`src/hw/dlev_pkg.sv`:
```
// Package for the data link one event status block
//------------------------------------------------------------
// Operation
//------------------------------------------------------------
package dlev_pkg;
   localparam logic [7:0] DLEV_STATUS_ADDR = 8'h09;
   localparam logic [7:0] DLEV_ENABLE_ADDR = 8'h11;
   localparam logic [7:0] DLEV_STATUS_RST  = 8'h00;
   localparam logic [7:0] DLEV_ENABLE_RST  = 8'h00;
   localparam int BIT_CODEWORD  = 7;
   localparam int BIT_RXFULL    = 6;
   localparam int BIT_RXNEAR    = 5;
   localparam int BIT_RXMSG     = 4;
   localparam int BIT_UNDERRUN  = 3;
   localparam int BIT_OVERFLOW  = 2;
   localparam int BIT_TXNEAR    = 1;
   localparam int BIT_TXMSG     = 0;

   // Raw event conditions from the data link controller
   typedef struct packed {
      logic codewordSent;
      logic rxOverrun;
      logic rxFillReached;
      logic rxNearFull;
      logic rxMessage;
      logic txUnderrun;
      logic txFullWrite;
      logic txNearEmpty;
      logic txMessageDone;
   } dlev_src_t;
endpackage : dlev_pkg

```
`src/hw/dlev_status.sv`:
```
// Data link one event status register with edge latching and read clear
`timescale 1ns/1ps
module dlev_status
   import dlev_pkg::*;
(
   input  wire logic      clk_sys,
   input  wire logic      rst_n,
   input  wire logic [7:0] addr,
   input  wire logic      rdStb,
   input  wire logic      wrStb,
   input  wire logic [7:0] wrData,
   input  wire logic      packMode,
   input  wire dlev_src_t src,
   output logic     [7:0] rdData,
   output logic           irq,
   output logic           txAbort,
   output logic           txFifoWrAccept
);
   //------------------------------------------------------------
   // Source edge detection
   //------------------------------------------------------------
   logic [7:0] srcReg;
   logic [7:0] statusReg;
   logic [7:0] statusNext;
   logic [7:0] enableReg;
   logic [7:0] srcLevel;
   logic [7:0] srcRise;
   wire        statusRead = rdStb && (addr == DLEV_STATUS_ADDR);
   wire        enableWrite = wrStb && (addr == DLEV_ENABLE_ADDR);

   // Fill limit source in packing modes
   wire rxFullSrc = packMode ? src.rxFillReached : src.rxOverrun;
   assign srcLevel = {src.codewordSent, rxFullSrc, src.rxNearFull, src.rxMessage,
                      src.txUnderrun, src.txFullWrite, src.txNearEmpty,
                      src.txMessageDone};
   assign srcRise = srcLevel & ~srcReg;
   assign statusNext = (statusRead ? 8'h00 : statusReg) | srcRise;

   always_ff @(posedge clk_sys or negedge rst_n) begin
      if (!rst_n) begin
         srcReg <= 8'h00;
         statusReg <= DLEV_STATUS_RST;
         enableReg <= DLEV_ENABLE_RST;
      end else begin
         srcReg <= srcLevel;
         statusReg <= statusNext;
         if (enableWrite) begin
            enableReg <= wrData;
         end
      end
   end

   //------------------------------------------------------------
   // Outputs
   //------------------------------------------------------------
   wire [7:0] rdNext = (addr == DLEV_STATUS_ADDR) ? statusReg :
                       (addr == DLEV_ENABLE_ADDR) ? enableReg : 8'h00;
   always_ff @(posedge clk_sys or negedge rst_n) begin
      if (!rst_n) begin
         rdData <= 8'h00;
         irq <= 1'b0;
         txAbort <= 1'b0;
         txFifoWrAccept <= 1'b0;
      end else begin
         rdData <= rdStb ? rdNext : 8'h00;
         irq <= |(statusNext & enableReg);
         txAbort <= src.txUnderrun;
         txFifoWrAccept <= ~src.txFullWrite;
      end
   end

   //------------------------------------------------------------
   // Assertions
   //------------------------------------------------------------
   edge_latch_a: assert property (@(posedge clk_sys) disable iff (!rst_n)
      srcRise[BIT_UNDERRUN] |=> statusReg[BIT_UNDERRUN])
      else $error("underrun edge not latched");
   read_clear_a: assert property (@(posedge clk_sys) disable iff (!rst_n)
      statusRead && srcRise == 8'h00 |=> statusReg == 8'h00)
      else $error("status read did not clear");
   hold_a: assert property (@(posedge clk_sys) disable iff (!rst_n)
      !statusRead && statusReg[BIT_TXNEAR] |=> statusReg[BIT_TXNEAR])
      else $error("status bit dropped without read");
   irq_out_a: assert property (@(posedge clk_sys) disable iff (!rst_n)
      irq == |($past(statusNext) & $past(enableReg)))
      else $error("interrupt does not match status and enable");
   codeword_a: assert property (@(posedge clk_sys) disable iff (!rst_n)
      $rose(src.codewordSent) |=> statusReg[BIT_CODEWORD])
      else $error("codeword bit not set");
   overrun_a: assert property (@(posedge clk_sys) disable iff (!rst_n)
      !packMode && $rose(src.rxOverrun) && !srcReg[BIT_RXFULL] |=> statusReg[BIT_RXFULL])
      else $error("overrun bit not set");
   fill_a: assert property (@(posedge clk_sys) disable iff (!rst_n)
      packMode && $rose(src.rxFillReached) && !srcReg[BIT_RXFULL] |=> statusReg[BIT_RXFULL])
      else $error("fill limit bit not set");
   abort_a: assert property (@(posedge clk_sys) disable iff (!rst_n)
      src.txUnderrun |=> txAbort)
      else $error("abort not forced");
   discard_a: assert property (@(posedge clk_sys) disable iff (!rst_n)
      src.txFullWrite |=> !txFifoWrAccept)
      else $error("overflow write accepted");
   overflow_a: assert property (@(posedge clk_sys) disable iff (!rst_n)
      srcRise[BIT_OVERFLOW] |=> statusReg[BIT_OVERFLOW])
      else $error("overflow bit not set");
   race_a: assert property (@(posedge clk_sys) disable iff (!rst_n)
      statusRead && srcRise[BIT_RXNEAR] |=> statusReg[BIT_RXNEAR])
      else $error("edge lost on clearing read");
endmodule : dlev_status

```
`config.mk`:
```
export PLATFORM = sky130hd
export DESIGN_NAME = dlev_status
export DESIGN_NICKNAME = d
export VERILOG_FILES = /design/src/hw/dlev_pkg.sv /design/src/hw/dlev_status.sv
export SDC_FILE = /design/constraint.sdc
export NUM_CORES = 1
export LEC_CHECK = 0
export BUFFER_PORTS_ARGS = -buffer_cell sky130_fd_sc_hd__clkbuf_2
export CORE_UTILIZATION = 50
export DETAILED_ROUTE_END_ITERATION = 6
export PLACE_DENSITY_LB_ADDON = 0.2
export SLEW_MARGIN = 40
export SYNTH_ARGS = -nofsm -noshare
export SYNTH_HDL_FRONTEND = slang
export SYNTH_SLANG_ARGS = --single-unit
```
`constraint.sdc`:
```
create_clock -name clk_sys -period 1.2 [get_ports clk_sys]
set_clock_uncertainty 0.15 [all_clocks]
set_input_delay 0.24 -clock clk_sys [delete_from_list [all_inputs] [get_ports clk_sys]]
set_output_delay 0.24 -clock clk_sys [all_outputs]
set_load 0.05 [all_outputs]
```
==> results of run 1 <==
## per-stage QoR
step,worst slack [ns],utilization [%],cell area [um^2]
final,-0.235,84.9,2160
after global routing,-0.279,84.9,2160
after CTS,-0.241,83.4,2120
after detailed placement,-0.600,69.5,1770
after global placement,-0.508,69.5,1770
after floorplan,-0.428,-,1380
## path summary, 6_finish.rpt
kind	from	endpoint	slack [ns]	depth (start not counted)
worst min-delay path	src[0]	statusReg[0]$_DFF_PN0_	0.04	2
min in group asynchronous	rst_n	rdData[6]$_DFF_PN0_	0.25	3
worst max register to register	srcReg[3]$_DFF_PN0_	irq$_DFF_PN0_	-0.11	5
max in group asynchronous	rst_n	srcReg[3]$_DFF_PN0_	0.48	3
worst max-delay path	addr[2]	enableReg[7]$_DFFE_PN0P_	-0.23	6
worst min register to register	statusReg[7]$_DFF_PN0_	statusReg[7]$_DFF_PN0_	0.37	1
## registers in the layout (all words and copies together), names as in the netlist
name,count
statusReg,8
irq,1
rdData,8
enableReg,8
txFifoWrAccept,1
srcReg,8
## synth_stat cells
cell type and count:
nor4_4 1, a22oi_1 3, and2b_1 1, a221oi_2 1, mux2_2 1, nand4_4 1, a21o_1 6, nor3b_4 1
o21ai_0 7, nor3_2 1, buf_4 1, mux2_4 8, a22o_1 10, nand2_1 3, and2_2 1, nand2_2 1
dfrtp_1 34, nand4_1 1, inv_1 3, nand2_4 1, nand3_1 1, nor2b_1 7
## what timing repair did
item,CTS,global route
hold buffers,17,0
endpoints found under the hold margin,51,0
gates resized for setup,24,18
buffers inserted,1,0
pin swaps,9,3
endpoints found under the setup margin,28,34
gates cloned,0,0
## layout make-up
| type | count | area, um^2 |
|---|---|---|
| repair buffers | 78 | 684 |
| inverters | 3 | 11.3 |
| multi-input cells | 56 | 513 |
| well taps | 30 | 37.5 |
| flip-flops and latches | 34 | 851 |
| fillers | 132 | 384 |
| clock inverters | 2 | 12.5 |
| clock buffers | 6 | 51.3 |
## logic make-up after synthesis
logic type	after synthesis	synth area share [%]
simple gates	20	12.4
buf+inv	4	1.36
mux	9	9.55
flops	34	61.8
compound gates	27	14.9
## layer usage
metal,track usage [%],vias up,routed length (um)
met1,25.0,529,1300
met5,0,-,0
li1,-,515,-
met3,5.83,6,150
met4,12.8,0,54
met2,51.6,40,1830
## worst max-delay path, stage by stage
cell and delay [ns]:
buf_6 0.10, nor4_4 0.30, nand2_2 0.13, nor3b_4 0.25, nand2_4 0.17, mux2_4 0.33
## where the power goes
group	total, W	internal, W	switching (W)
Clock	0.000666	0.000281	0.000385
Combinational	0.000358	0.000195	0.000163
Sequential	0.00121	0.00119	0.0000261
Total	0.00224	0.00166	0.000574
==> reports/results.txt, run 1 <==
Status -> complete, but fails checks
Vias per cell -> 5.22
Tot GR Track Use -> 26.3%
Clock Sinks -> 34
Post-synthesis sequential area ratio -> 61.8%
Hold WS -> 0.0413 ns
Worst slew pin tran -> 0.251 ns
RD Place Congestion -> 0.793
Clock latency on the worst-skew pair -> 0.33 ns
Crit path required time -> 1.28 ns
Largest net degree at the start of global routing -> 35
Synth Area per Inst -> 14.6 um^2
Die W -> 54.5 um
Final Cycle Share -> 120%
Pins Over Slew Limit -> 0
Total number of vias -> 1090
Crit path time final -> 1.43 ns
DRT iter0 DRCs -> 19
Post-synthesis cell count -> 94
Hold Fails Final Rpt -> 0
Max Buffers Root-to-Sink -> 2
Pwr/cell area -> 1040 nW/um^2
Row cnt -> 18
Dpl cells -> 183
Nets -> 208
Most common cell after layout, fill and taps aside -> dfrtp_1
Rel. slew slack -> 83.1%
Setup tns final -> -4.46 ns
DIE HEIGHT -> 54.5 um
Vias in the first global route -> 1161
DRT Wirelength -> 3330 um
Worst min path class -> input pin to register
Syn_nets -> 124
Remaining DRCs -> 0
WL per Instance -> 16.0 um
Unrepaired setup endpoints after global routing -> true
Max-cap violations -> 0
Final WS setup -> -0.235 ns
CTS buffer count -> 5
Reg clk slew, reported paths -> 0.10 ns
Worst EP arrival -> 1.51 ns
DP HPWL -> 2140 um
Pwr Total -> 0.00224 W
Crit path capture type -> register
Area grow syn2layout -> 57.0%
Static Leak -> 1.07 nW
Crit Path Max Fanout -> 8
Synth Warn # -> 0
Synthesis-stage register bit count -> 34
Grt ovf -> 0
Antenna Cells -> 0
Initial Util -> 54.1%
Non-filler cells, final -> 209
Synth area leaders -> dfrtp_1 62%, mux2_4 8.7%, a22o_1 6.4%
Initial antenna violation count -> 0
Final setup fails -> 28
Port Buffer Count -> 40
Layout cell share with drive strength beyond 1 -> 48.0%
CP Class -> input pin to register
Maximum vdd ir drop -> 1.05 mV
TritonCTS clock tree -> built
Fmax -> 697 MHz
Total core area -> 2540 um^2
Violated checks -> setup timing
Clk root buf -> clkbuf_4
Pre-antenna DRT Iters -> 4
Post-synthesis instance area -> 1380 um^2
H-tree lvl count -> 2
Most frequent cells in the layout -> 34 x dfrtp_1, 27 x clkbuf_2, 17 x dlygate4sd3_1, 17 x buf_4
Distinct cell type count after synthesis -> 22
First-pass GRT wire length -> 5090 um
Num ports -> 41
Top cell type by total area after synthesis -> dfrtp_1
Synth top area share -> 61.8%
CP startpoint kind -> input pin
Die area -> 2970 um^2
Antenna Violating Nets Remaining -> 0
(Power assumes the default switching activity.)
==> inputs of run 2 (changes only) <==
--- a/config.mk
+++ b/config.mk
@@ -6,7 +6,7 @@
 export NUM_CORES = 1
 export LEC_CHECK = 0
 export BUFFER_PORTS_ARGS = -buffer_cell sky130_fd_sc_hd__clkbuf_2
-export CORE_UTILIZATION = 50
+export CORE_UTILIZATION = 35
 export DETAILED_ROUTE_END_ITERATION = 6
 export PLACE_DENSITY_LB_ADDON = 0.2
 export SLEW_MARGIN = 40
==> reports/results.txt, run 2 (synthesized netlist as in run 1, its figures left out) <==
Status -> complete, but fails checks
Violated checks -> setup timing
RD Place Congestion -> 0.720
Pre-antenna DRT Iters -> 4
Hold WS -> 0.0242 ns
Largest net degree at the start of global routing -> 35
Unrepaired setup endpoints after global routing -> true
FF-to-FF path depth -> 5
WL per Instance -> 13.5 um
H-tree lvl count -> 2
Pins Over Slew Limit -> 0
Crit path launch -> addr[2]
Critical path buffer and inverter count -> 2
Worst slew pin tran -> 0.240 ns
Most frequent cells in the layout -> 34 x dfrtp_1, 28 x clkbuf_2, 14 x buf_4
Worst r2r src -> srcReg[3]$_DFF_PN0_
Worst EP arrival -> 1.47 ns
Static Leak -> 1.02 nW
Pwr Total -> 0.00237 W
CTS buffer count -> 5
Initial Util -> 37.0%
Total number of vias -> 991
Remaining DRCs -> 0
Tot GR Track Use -> 15.7%
Area after DPL -> 1750 um^2
Die area -> 4190 um^2
Reg clk slew, reported paths -> 0.07 ns
DRT iter0 DRCs -> 44
Pwr/cell area -> 1150 nW/um^2
Antenna Cells -> 0
Antenna Violating Nets Remaining -> 0
Internal reg-to-reg setup slack -> -0.11 ns
DP HPWL -> 1980 um
Port Buffer Count -> 40
Vias in the first global route -> 1031
Critical path cell sequence -> buf_6, nor4_4, buf_4, nand4_4, a22o_1, a221oi_2, nand2_1
Crit path required time -> 1.22 ns
Fmax -> 688 MHz
Clk root buf -> clkbuf_8
CP peak stage delay -> 0.29 ns
Crit path capture type -> register
Finished Cell Area -> 2060 um^2
Max-cap violations -> 0
Vias per cell -> 4.65
Grt ovf -> 0
Worst min path class -> input pin to register
Non-filler cells, final -> 213
Final Cycle Share -> 121%
Num ports -> 41
Setup tns final -> -3.54 ns
CP startpoint kind -> input pin
Final WS setup -> -0.254 ns
Dpl cells -> 196
DRT Wirelength -> 2870 um
Row cnt -> 22
Total core area -> 3720 um^2
DIE HEIGHT -> 64.7 um
CP Class -> input pin to register
TritonCTS clock tree -> built
Most common cell after layout, fill and taps aside -> dfrtp_1
CP max stage cell -> nor4_4
Crit path max-delay family -> compound AO/OA/AOI/OAI gates
Hold depth -> 2
Area grow syn2layout -> 49.8%
Hold EP -> srcReg[2]$_DFF_PN0_
Hold wc startpoint -> src[2]
Clock latency on the worst-skew pair -> 0.28 ns
Layout cell share with drive strength beyond 1 -> 49.1%
Die W -> 64.7 um
First-pass GRT wire length -> 4680 um
Nets -> 194
Crit path time final -> 1.45 ns
Crit Path Max Fanout -> 3
Clock Sinks -> 34
Rel. slew slack -> 83.9%
Final setup fails -> 34
Maximum vdd ir drop -> 0.536 mV
Hold Fails Final Rpt -> 0
Worst R2R End -> irq$_DFF_PN0_
Max Buffers Root-to-Sink -> 2
Initial antenna violation count -> 0
run 2: changes by cell type in the layout (fill, tap and decap cells not counted), sizes merged:
| cell | before | now |
|---|---|---|
| buf | 33 | 29 |
| clkinvlp | 1 | 0 |
| dlygate4sd3 | 17 | 7 |
| clkbuf | 34 | 35 |
run 2: through the flow:
stage,setup WS [ns],util (%)
floorplan,-0.428,-
global placement,-0.597,47.2
detailed placement,-0.632,47.2
CTS,-0.262,54.4
global route,-0.356,55.5
finish,-0.254,55.5
run 2: metal layers:
metal	wire, um	track usage (%)	vias to the layer above
met5	0	0	-
met4	66	8.33	0
met3	135	4.93	6
met2	1440	26.4	33
met1	1230	17.7	469
li1	-	-	483
run 2: power breakdown:
group | switching, W | leakage (nW) | internal [W]
sequential | 0.0000255 | 0.410 | 0.00119
combinational | 0.000150 | 0.561 | 0.000163
clock | 0.000385 | 0.0482 | 0.000462
run 2: how the worst max path moves through the flow:
stage                                     endpoint  depth (start not counted)
after floorplan           enableReg[0]$_DFFE_PN0P_                          5
after global placement    enableReg[5]$_DFFE_PN0P_                          6
after detailed placement  enableReg[4]$_DFFE_PN0P_                          6
after CTS                 enableReg[0]$_DFFE_PN0P_                          6
after global routing                 irq$_DFF_PN0_                          7
final                                irq$_DFF_PN0_                          7
run 2: timing repair:
item,in CTS,in global routing
hold buffers,7,0
resized for setup,23,16
gates cloned,0,0
setup buffers,1,1
pin swaps,2,6
endpoints found under the setup margin,28,35
endpoints found under the hold margin,40,0
run 2: cell type report:
cell class / instances / area [um^2]
Tap cell: 48 / 60.1
Clock buffer: 7 / 86.3
Timing Repair Buffer: 64 / 534
Inverter: 3 / 11.3
Multi-Input combinational cell: 56 / 514
Fill cell: 322 / 1650
Sequential cell: 34 / 851
Clock inverter: 1 / 5.00
